[config.mk]
export PLATFORM = sky130hd
export DESIGN_NAME = asp_regs
export DESIGN_NICKNAME = d
export VERILOG_FILES = /design/src/asp_pkg.sv /design/src/asp_regs.sv
export SDC_FILE = /design/constraint.sdc
export NUM_CORES = 1
export LEC_CHECK = 0
export BUFFER_PORTS_ARGS = -buffer_cell sky130_fd_sc_hd__buf_2
export CAP_MARGIN = 20
export CELL_PAD_IN_SITES_DETAIL_PLACEMENT = 0
export CELL_PAD_IN_SITES_GLOBAL_PLACEMENT = 1
export CORE_MARGIN = 2
export CORE_UTILIZATION = 42
export CTS_CLUSTER_DIAMETER = 200
export DETAILED_ROUTE_END_ITERATION = 7
export PLACE_DENSITY_LB_ADDON = 0.1
export SYNTH_ARGS = -nofsm -noshare
export SYNTH_HDL_FRONTEND = slang
export SYNTH_SLANG_ARGS = --single-unit
export TNS_END_PERCENT = 10
[constraint.sdc]
create_clock -name mclk -period 3.87 [get_ports mclk]
set_input_delay 0.1935 -clock mclk [delete_from_list [all_inputs] [get_ports mclk]]
set_output_delay 0.1935 -clock mclk [all_outputs]
set_load 0.03 [all_outputs]
[src/asp_pkg.sv]
package asp_pkg;

	// ======================================================================
	// Register map.
	localparam logic [3:0] ASP_ADDR_SETPOINT  = 4'h0;
	localparam logic [3:0] ASP_ADDR_AUXREF    = 4'h1;
	localparam logic [3:0] ASP_ADDR_PERIPH_EN = 4'h2;
	localparam logic [3:0] ASP_ADDR_TEST_CTL  = 4'h3;
	localparam logic [3:0] ASP_ADDR_STATUS    = 4'h4;

	// ======================================================================
	// Reset values.
	localparam logic [7:0] ASP_RST_SETPOINT  = 8'h00;
	localparam logic [7:0] ASP_RST_AUXREF    = 8'h00;
	localparam logic [7:0] ASP_RST_PERIPH_EN = 8'h00;
	localparam logic [7:0] ASP_RST_TEST_CTL  = 8'h00;

	// ======================================================================
	// Peripheral enable field positions.
	localparam int ASP_PE_PRI_EN     = 7;
	localparam int ASP_PE_SEC_EN     = 6;
	localparam int ASP_PE_PRI_BYPASS = 5;
	localparam int ASP_PE_SEC_BYPASS = 4;
	localparam int ASP_PE_PULLUP     = 2;
	localparam int ASP_PE_PRI_STEER  = 1;
	localparam int ASP_PE_SEC_STEER  = 0;
	localparam logic [7:0] ASP_PE_WMASK = 8'hF7;

	// ======================================================================
	// Test control field positions.
	localparam int ASP_TC_DIG_EN  = 7;
	localparam int ASP_TC_SEL_LSB = 4;
	localparam int ASP_TC_ANA_EN  = 0;
	localparam logic [7:0] ASP_TC_WMASK = 8'hF1;

	// ======================================================================
	// Operating mode and test select codes.
	localparam logic [1:0] ASP_MODE_MASTER = 2'h1;
	localparam logic [2:0] ASP_SEL_DESATURATION_COMPARATOR   = 3'h0;
	localparam logic [2:0] ASP_SEL_PWM     = 3'h1;
	localparam logic [2:0] ASP_SEL_OVP     = 3'h4;
	localparam logic [2:0] ASP_SEL_SWFREQ  = 3'h5;
	localparam logic [2:0] ASP_SEL_ONESHOT = 3'h6;

	// ======================================================================
	// Bus carriers.
	typedef struct packed {
		logic [3:0] addr;
		logic [7:0] wdata;
		logic       wr;
		logic       rd;
	} asp_bus_req_t;

	typedef struct packed {
		logic pri_gate;
		logic sec_gate;
		logic pri_dt_bypass;
		logic sec_dt_bypass;
		logic sense_pullup;
	} asp_analog_ctl_t;

endpackage

[src/asp_regs.sv]
`timescale 1ns/1ps
// Overview of operation
// - Hold 8-bit regulation set-point code for the linear reference DAC.
// - Hold 8-bit auxiliary reference code, ground-referenced DAC.
// - Auxiliary reference reaches its pin only in master mode 01.
// - Bits 7 and 6 enable primary and secondary gate outputs.
// - Bits 5 and 4 bypass the per-driver turn-on dead time.
// - Bit 2 enables weak pull-up on the secondary current sense input.
// - Bit 1 drives primary output with open-loop PWM to raise output.
// - Bit 0 pulses secondary with PWM only while overvoltage protection active.
// - Steering PWM comes from timer period and timer low byte.
// - Primary steering wins when both steering bits are set.
// - Digital test enable routes selected digital channel to test pin.
// - Digital test output has priority over analog on the test pin.
// - Analog-only test enable routes analog signals to internal converter.
// - Select codes 0,1,4,5,6 pick documented signals; others unimplemented.
module asp_regs
	import asp_pkg::*;
(
	input  wire logic            mclk,
	input  wire logic            rst,
	input  wire asp_bus_req_t    bus_req,
	output logic [7:0]           bus_rdata,
	input  wire logic [1:0]      operating_mode_select,
	input  wire logic            ovp_active,
	input  wire logic [7:0]      timer_period_register,
	input  wire logic [7:0]      timer_low_byte,
	input  wire logic [7:0]      test_sig_in,
	output logic [7:0]           setpoint_code,
	output logic [7:0]           aux_reference_code,
	output logic                 aux_reference_pin_en,
	output asp_analog_ctl_t      analog_ctl,
	output logic                 primary_gate_output,
	output logic                 secondary_gate_output,
	output logic                 shared_test_pin,
	output logic                 shared_test_pin_oe,
	output logic                 analog_test_to_pin,
	output logic                 analog_test_to_converter
);

	// ======================================================================
	// State.
	typedef struct packed {
		logic [7:0] setpoint;
		logic [7:0] auxref;
		logic [7:0] periph;
		logic [7:0] testctl;
		logic [7:0] rdata;
		logic [7:0] pwm_cnt;
		logic       pwm_out;
		logic       test_out;
		logic       test_oe;
		logic       pri_gate;
		logic       sec_gate;
	} asp_state_t;

	asp_state_t state_reg;
	asp_state_t state_next;
	logic [1:0] mode_s1_reg;
	logic [1:0] mode_s2_reg;
	logic       ovp_s1_reg;
	logic       ovp_s2_reg;
	logic [7:0] test_s1_reg;
	logic [7:0] test_s2_reg;
	logic       pri_steer;
	logic       sec_steer;
	logic [2:0] digital_test_select;
	logic       dig_en;
	logic       ana_en;

	// ======================================================================
	// Input synchronisers.
	always_ff @(posedge mclk or posedge rst) begin
		if (rst) begin
			mode_s1_reg <= 2'h0;
			mode_s2_reg <= 2'h0;
			ovp_s1_reg  <= 1'b0;
			ovp_s2_reg  <= 1'b0;
			test_s1_reg <= 8'h00;
			test_s2_reg <= 8'h00;
		end else begin
			mode_s1_reg <= operating_mode_select;
			mode_s2_reg <= mode_s1_reg;
			ovp_s1_reg  <= ovp_active;
			ovp_s2_reg  <= ovp_s1_reg;
			test_s1_reg <= test_sig_in;
			test_s2_reg <= test_s1_reg;
		end
	end

	assign pri_steer = state_reg.periph[ASP_PE_PRI_STEER];
	assign sec_steer = state_reg.periph[ASP_PE_SEC_STEER] & ~pri_steer;
	assign digital_test_select      = state_reg.testctl[ASP_TC_SEL_LSB +: 3];
	assign dig_en    = state_reg.testctl[ASP_TC_DIG_EN];
	assign ana_en    = state_reg.testctl[ASP_TC_ANA_EN];

	// ======================================================================
	// Next state.
	always_comb begin
		state_next = state_reg;
		if (bus_req.wr && bus_req.addr == ASP_ADDR_SETPOINT) begin
			state_next.setpoint = bus_req.wdata;
		end
		if (bus_req.wr && bus_req.addr == ASP_ADDR_AUXREF) begin
			state_next.auxref = bus_req.wdata;
		end
		if (bus_req.wr && bus_req.addr == ASP_ADDR_PERIPH_EN) begin
			state_next.periph = bus_req.wdata & ASP_PE_WMASK;
		end
		if (bus_req.wr && bus_req.addr == ASP_ADDR_TEST_CTL) begin
			state_next.testctl = bus_req.wdata & ASP_TC_WMASK;
		end
		state_next.rdata = 8'h00;
		if (bus_req.rd) begin
			case (bus_req.addr)
				ASP_ADDR_SETPOINT:  state_next.rdata = state_reg.setpoint;
				ASP_ADDR_AUXREF:    state_next.rdata = state_reg.auxref;
				ASP_ADDR_PERIPH_EN: state_next.rdata = state_reg.periph;
				ASP_ADDR_TEST_CTL:  state_next.rdata = state_reg.testctl;
				ASP_ADDR_STATUS:    state_next.rdata = {4'h0,
					state_reg.test_oe, state_reg.pwm_out,
					state_reg.pri_gate, state_reg.sec_gate};
				default:            state_next.rdata = 8'h00;
			endcase
		end
		// period from timer period, duty from timer low byte.
		if (state_reg.pwm_cnt >= timer_period_register) begin
			state_next.pwm_cnt = 8'h00;
		end else begin
			state_next.pwm_cnt = state_reg.pwm_cnt + 8'h01;
		end
		state_next.pwm_out = (state_next.pwm_cnt < timer_low_byte);
		state_next.pri_gate = 1'b0;
		state_next.sec_gate = 1'b0;
		if (pri_steer) begin
			state_next.pri_gate = state_reg.periph[ASP_PE_PRI_EN]
				& state_reg.pwm_out;
		end else if (sec_steer) begin
			state_next.sec_gate = state_reg.periph[ASP_PE_SEC_EN]
				& state_reg.pwm_out & ovp_s2_reg;
		end
		state_next.test_out = 1'b0;
		case (digital_test_select)
			ASP_SEL_DESATURATION_COMPARATOR:   state_next.test_out = test_s2_reg[0];
			ASP_SEL_PWM:     state_next.test_out = test_s2_reg[1];
			ASP_SEL_OVP:     state_next.test_out = test_s2_reg[4];
			ASP_SEL_SWFREQ:  state_next.test_out = test_s2_reg[5];
			ASP_SEL_ONESHOT: state_next.test_out = test_s2_reg[6];
			default:         state_next.test_out = 1'b0;
		endcase
		state_next.test_oe = dig_en;
	end

	// ======================================================================
	// State register.
	always_ff @(posedge mclk or posedge rst) begin
		if (rst) begin
			state_reg.setpoint <= ASP_RST_SETPOINT;
			state_reg.auxref   <= ASP_RST_AUXREF;
			state_reg.periph   <= ASP_RST_PERIPH_EN;
			state_reg.testctl  <= ASP_RST_TEST_CTL;
			state_reg.rdata    <= 8'h00;
			state_reg.pwm_cnt  <= 8'h00;
			state_reg.pwm_out  <= 1'b0;
			state_reg.test_out <= 1'b0;
			state_reg.test_oe  <= 1'b0;
			state_reg.pri_gate <= 1'b0;
			state_reg.sec_gate <= 1'b0;
		end else begin
			state_reg <= state_next;
		end
	end

	// ======================================================================
	// Outputs.
	assign bus_rdata          = state_reg.rdata;
	assign setpoint_code      = state_reg.setpoint;
	assign aux_reference_code = state_reg.auxref;
	assign aux_reference_pin_en = (mode_s2_reg == ASP_MODE_MASTER);
	// dead-time bypass and pull-up pass straight out.
	assign analog_ctl.pri_gate      = state_reg.periph[ASP_PE_PRI_EN];
	assign analog_ctl.sec_gate      = state_reg.periph[ASP_PE_SEC_EN];
	assign analog_ctl.pri_dt_bypass = state_reg.periph[ASP_PE_PRI_BYPASS];
	assign analog_ctl.sec_dt_bypass = state_reg.periph[ASP_PE_SEC_BYPASS];
	assign analog_ctl.sense_pullup  = state_reg.periph[ASP_PE_PULLUP];
	assign primary_gate_output      = state_reg.pri_gate;
	assign secondary_gate_output    = state_reg.sec_gate;
	assign shared_test_pin          = state_reg.test_out;
	assign shared_test_pin_oe       = state_reg.test_oe;
	assign analog_test_to_pin       = ana_en & ~dig_en;
	assign analog_test_to_converter = ana_en & ~dig_en;

endmodule // asp_regs

-- After elaboration in Yosys (flattened, before gate mapping)
Index checks and enable logic that the tools add are counted.
- register bits after elaboration: 69
- logic and storage cells: 49
- output and inout bits: 36
- bits of input ports: 43
- bitwise logic cells: 7
- add/subtract/negate cells: 1
- reductions and logical operators: 6
- order comparisons: 2
- equality and inequality tests: 9
- mux-type cells: 7
- operators with widths (operator ; count):
    case mux 8 bit (5 select lines) ; 1
    2-to-1 mux 8 bit ; 2
    equality test 3 bit (second input constant) ; 3
    adder 8 x 1 -> 8 bit (second input constant) ; 1
    equality test 4 x 2 -> 1 bit (second input constant) ; 2
    greater-or-equal comparator 8 bit ; 1
    < comparator 8 bit ; 1
    bitwise AND 1 bit ; 5
    case mux 1 bit (5 select lines) ; 1
    equality test 4 x 1 -> 1 bit (second input constant) ; 1
    equality test 4 x 3 -> 1 bit (second input constant) ; 1
    logical AND 1 bit ; 4
    logical NOT 4 bit ; 1
    equality test 3 x 1 -> 1 bit (second input constant) ; 1
    logical NOT 3 bit ; 1
    2-to-1 mux 1 bit ; 3
    equality test 2 x 1 -> 1 bit (second input constant) ; 1
    inverter 1 bit ; 2

-- Logic depth before layout (Yosys ltp)
- depth after elaboration: 4
- mapped depth: 12

-- Least setup slack after synthesis
Ideal clock, no wire load.
- kind: register -> register
- start point: register state_reg[6] (netlist name)
- end point: register state_reg[4] (netlist name)
- path slack: 1.047 ns
- data required time: 3.750 ns
- library setup time: 0.120 ns
- period minus slack after synthesis: 2.823 ns
- cell stages (with the launch flop): 12
- arrival: 2.702 ns
- cells stage by stage: dfrtp_1 ha_1 nor2b_1 o211a_1 o311a_1 clkbuf_1 nor3_1 ha_1 and4_1 nand2_1 or4_1 o211a_1
- RTL lines (item ; RTL line ; text):
    start, declared ; asp_regs.sv:57 ; asp_state_t state_reg;
    start signal, assigned ; asp_regs.sv:170 ; state_reg <= state_next;

==> Implementation_results.wiki <==
{| class="wikitable"
! Metric !! Value
|-
| Number of placement rows || 31
|-
| Average via count per standard cell || 4.802
|-
| Sequential share of power || 44.5%
|-
| CP Launch Type || flip-flop
|-
| Library cell contributing the largest single delay on the critical path || sky130_fd_sc_hd__o311a_1
|-
| Clock latency reported for the late side of the worst-skew pair || 340 ps
|-
| Comb power frac || 31.1%
|-
| Via count of the routed design || 1964
|-
| Worst relative slew slack || 43.33%
|-
| Cell taking the most area after synthesis || sky130_fd_sc_hd__dfrtp_1
|-
| Synth async-reset ratio || 100.0%
|-
| Net switching share of the total power || 34.80%
|-
| Drc violations || 0
|-
| Most instantiated cells after synthesis || sky130_fd_sc_hd__dfrtp_1, sky130_fd_sc_hd__mux2_2, sky130_fd_sc_hd__buf_4, sky130_fd_sc_hd__inv_1, sky130_fd_sc_hd__ha_1
|-
| Most frequently used flop master after synthesis || sky130_fd_sc_hd__dfrtp_1
|-
| CP bufs+invs || 0
|-
| Wire per inst || 14.32 um
|-
| Die Area || 8141 um2
|-
| Buffers from clock root to sink, at most || 2
|-
| I/O pin count || 79
|-
| Number of nets in the layout || 366
|-
| Routed Wire Length || 5855 um
|-
| Total global routing track utilization || 15.65%
|-
| Worst-case setup margin in the final layout || 771.8 ps
|-
| Period Utilization, post-route || 80.06%
|-
| Simple logic cell fraction of the synthesized area || 8.934%
|-
| Synth Area in Adders || 6.410%
|-
| Net Count, Synth || 305
|-
| Port-buffer cells || 75
|-
| Post-Place Worst Slack || 799.9 ps
|-
| Core Box Area || 7214 um2
|-
| Setup Skew || 9.951 ps
|-
| Post-Synthesis Cell Area || 3123 um2
|-
| Portion of netlist area occupied by mux cells || 15.50%
|-
| Outcome || finished, final reports clean
|-
| Finish-stage setup viols || 0
|-
| Number of DRC markers after the initial detailed-route iteration || 47
|-
| Element type at the critical path end || flip-flop
|-
| Sink Count || 65
|-
| Combinational family with the most area after synthesis || multiplexers
|-
| Antenna violation net count after detailed routing || 0
|-
| Library cell with the highest instance count after synthesis || sky130_fd_sc_hd__dfrtp_1
|-
| Post-cts resize count || 0
|-
| Count of flip-flops with a built-in enable after synthesis || 0
|-
| Max Fclk || 322.8 MHz
|-
| 1st-pass router iterations || 4
|-
| Die Span Y || 90.23 um
|-
| Internal power summed over all cells || 1.350 mW
|-
| Power share of the clock group || 24.4%
|-
| Min cycle time layout || 3098 ps
|-
| MaxCap Viol Count || 0
|-
| Final weighted congestion in routability-driven placement || 0.7512
|-
| Largest register FFs || 10
|-
| Fraction of final layout cells with drive strength greater than 1 || 42.90%
|-
| First-pass GRT wire length || 9770 um
|-
| Initial Utilization || 43.29%
|-
| Number of global-route vias before repair || 1922
|-
| XOR/XNOR share of the synthesized area || 1.683%
|-
| Warnings from Yosys || 0
|-
| Worst hold-check path type || in2reg
|-
| Aggregate global routing overflow || 0
|-
| Maximum ir drop on the vdd rail || 0.2848 mV
|-
| Static Leakage || 1.882 nW
|-
| TritonCTS clock tree || done
|-
| Cell-by-cell listing of the critical path || ha_1 > nor2b_1 > o211a_1 > o311a_1 > nor3_1 > ha_1 > and4_1 > nand2_1 > or4_1 > o211a_1
|-
| Syn Area/Cell || 12.70 um2
|-
| Total power per unit cell area || 568.2 nW/um2
|-
| Clock H-tree levels || 3
|-
| Share of the yosys chip area belonging to registers || 52.08%
|-
| Worst Setup Path Type || reg2reg
|-
| Clock tree root buffer cell || sky130_fd_sc_hd__clkbuf_8
|-
| Maximum number of pins on one net before global-route repair || 47
|-
| Maximum fanout encountered on the critical timing path || 9
|-
| Largest incremental delay on the critical path || 450 ps
|-
| Clock-pin transition on the worst setup and hold timing paths || 70 ps
|-
| Least-Margin Pin Slew || 838.3 ps
|-
| Flop2flop setup slack || 770 ps
|-
| Diodes inserted || 0
|-
| Cell type group with the largest total delay on the critical path || simple AND/OR/NAND/NOR gates
|-
| Filler cell count || 703
|-
| Total CTS buffers || 9
|-
| Width of the chip || 90.23 um
|-
| Final hold violations || 0
|-
| Yosys top cell area share || 52.08%
|-
| Switching power || 0.7207 mW
|-
| Unrepaired setup endpoints after global routing || false
|-
| Post-Syn Instances || 246
|-
| Compound-Gate Fraction of Synth Area || 4.768%
|-
| Count of final max-slew check failures || 0
|-
| Antenna violations before repair || 0
|-
| Synthesis-stage register bit count || 65
|-
| Total negative slack || 0 ps
|-
| Number of unique standard cell types used by synthesis || 39
|-
| Area Growth Syn to Fin || 16.71%
|-
| CTS Hold Bufs || 8
|-
| Data required time at the worst endpoint || 4090 ps
|-
| Largest cells by area after synthesis || sky130_fd_sc_hd__dfrtp_1, sky130_fd_sc_hd__mux2_2, sky130_fd_sc_hd__buf_4
|-
| Post-CTS Setup Repair Bufs || 0
|-
| Worst path arrival time || 3320 ps
|-
| Final HPWL from detailed placement || 4217 um
|}
cell usage in the layout (no fill, tap or decap), types with 2 or more instances in the layout:
cell type | Yosys | layout
sky130_fd_sc_hd__dlygate4sd3_1 | 0 | 9
sky130_fd_sc_hd__mux4_2 | 5 | 5
sky130_fd_sc_hd__ha_1 | 16 | 16
sky130_fd_sc_hd__inv_1 | 18 | 17
sky130_fd_sc_hd__o211a_1 | 2 | 2
sky130_fd_sc_hd__a21o_1 | 4 | 4
sky130_fd_sc_hd__a21oi_1 | 3 | 3
sky130_fd_sc_hd__xor2_1 | 5 | 5
sky130_fd_sc_hd__nor2b_1 | 4 | 4
sky130_fd_sc_hd__and4_1 | 2 | 2
sky130_fd_sc_hd__nand3_1 | 6 | 6
sky130_fd_sc_hd__o21ai_0 | 2 | 2
sky130_fd_sc_hd__and3_1 | 7 | 7
sky130_fd_sc_hd__nor3_1 | 8 | 8
sky130_fd_sc_hd__clkbuf_8 | 0 | 11
sky130_fd_sc_hd__mux2_2 | 33 | 33
sky130_fd_sc_hd__nand2_1 | 6 | 6
sky130_fd_sc_hd__nor2_1 | 4 | 4
sky130_fd_sc_hd__dfrtp_1 | 65 | 65
sky130_fd_sc_hd__a22oi_1 | 3 | 3
sky130_fd_sc_hd__clkinv_2 | 0 | 2
sky130_fd_sc_hd__buf_2 | 1 | 75
power groups by stage:
stage               Combinational [mW]  Clock, mW  Sequential [mW]
finish                           0.644      0.506            0.921
global route                     0.722      0.556            0.942
CTS                              0.652      0.521            0.924
detailed placement               0.643          0            0.937
global placement                 0.635          0            0.935
floorplan                        0.555          0            0.915
cell type report:
type                    count  area (um2)  area share [%]
flip-flops and latches     65        1627           44.63
multi-input cells         127        1165           31.96
repair buffers             86       493.0           13.53
clock buffers              11       151.4           4.154
well taps                  99       123.9           3.399
inverters                  18       67.56           1.854
clock inverters             3       17.52          0.4806
worst register-to-register path, delay by kind of cell (launching register included):
family | cells | cell delay [ps]
AOI/OAI and AO/OA | 3 | 870
adders and majority gates | 2 | 500
DFF | 1 | 440
and+or+nand+nor | 5 | 1170
routing by layer:
layer	GRT usage [%]	vias to the layer above	share of wire, %
met5	0	-	0
met4	5.769	0	1.6
met3	5.365	10	5.9
met2	23.87	57	46
met1	20.77	936	46
li1	-	961	-
worst paths after layout:
path | depth (start not counted) | startpoint | to
min in group asynchronous | 3 | rst | state_reg[7]
max in group asynchronous | 5 | rst | mode_s1_reg[0]
hold / removal | 2 | bus_req[5] | setpoint_code[3]
setup / recovery | 10 | state_reg[6] | state_reg[4]
setup reg to reg | 10 | state_reg[6] | state_reg[4]
hold reg to reg | 0 | mode_s1_reg[0] | mode_s2_reg[0]
through the flow:
stage	hold WS, ps	instance area [um2]	std cells	power [mW]	util (%)
2_1_floorplan	224.9	3123	246	1.470	-
3_3_place_gp	301.1	3366	385	1.570	46.65
3_5_place_dp	302.8	3366	385	1.580	46.65
4_1_cts	86.14	3615	407	2.096	50.10
5_1_grt	94.07	3645	409	2.220	50.52
6_report	95.44	3645	409	2.071	50.52
cell families after synthesis:
family / Yosys count
buffers and inverters: 54
DFF: 65
xor gates and xnor gates: 6
adders and majority gates: 16
muxes: 38
AOI/OAI and AO/OA: 20
and+or+nand+nor: 47
Note: power is estimated with default switching activity, not from simulation.
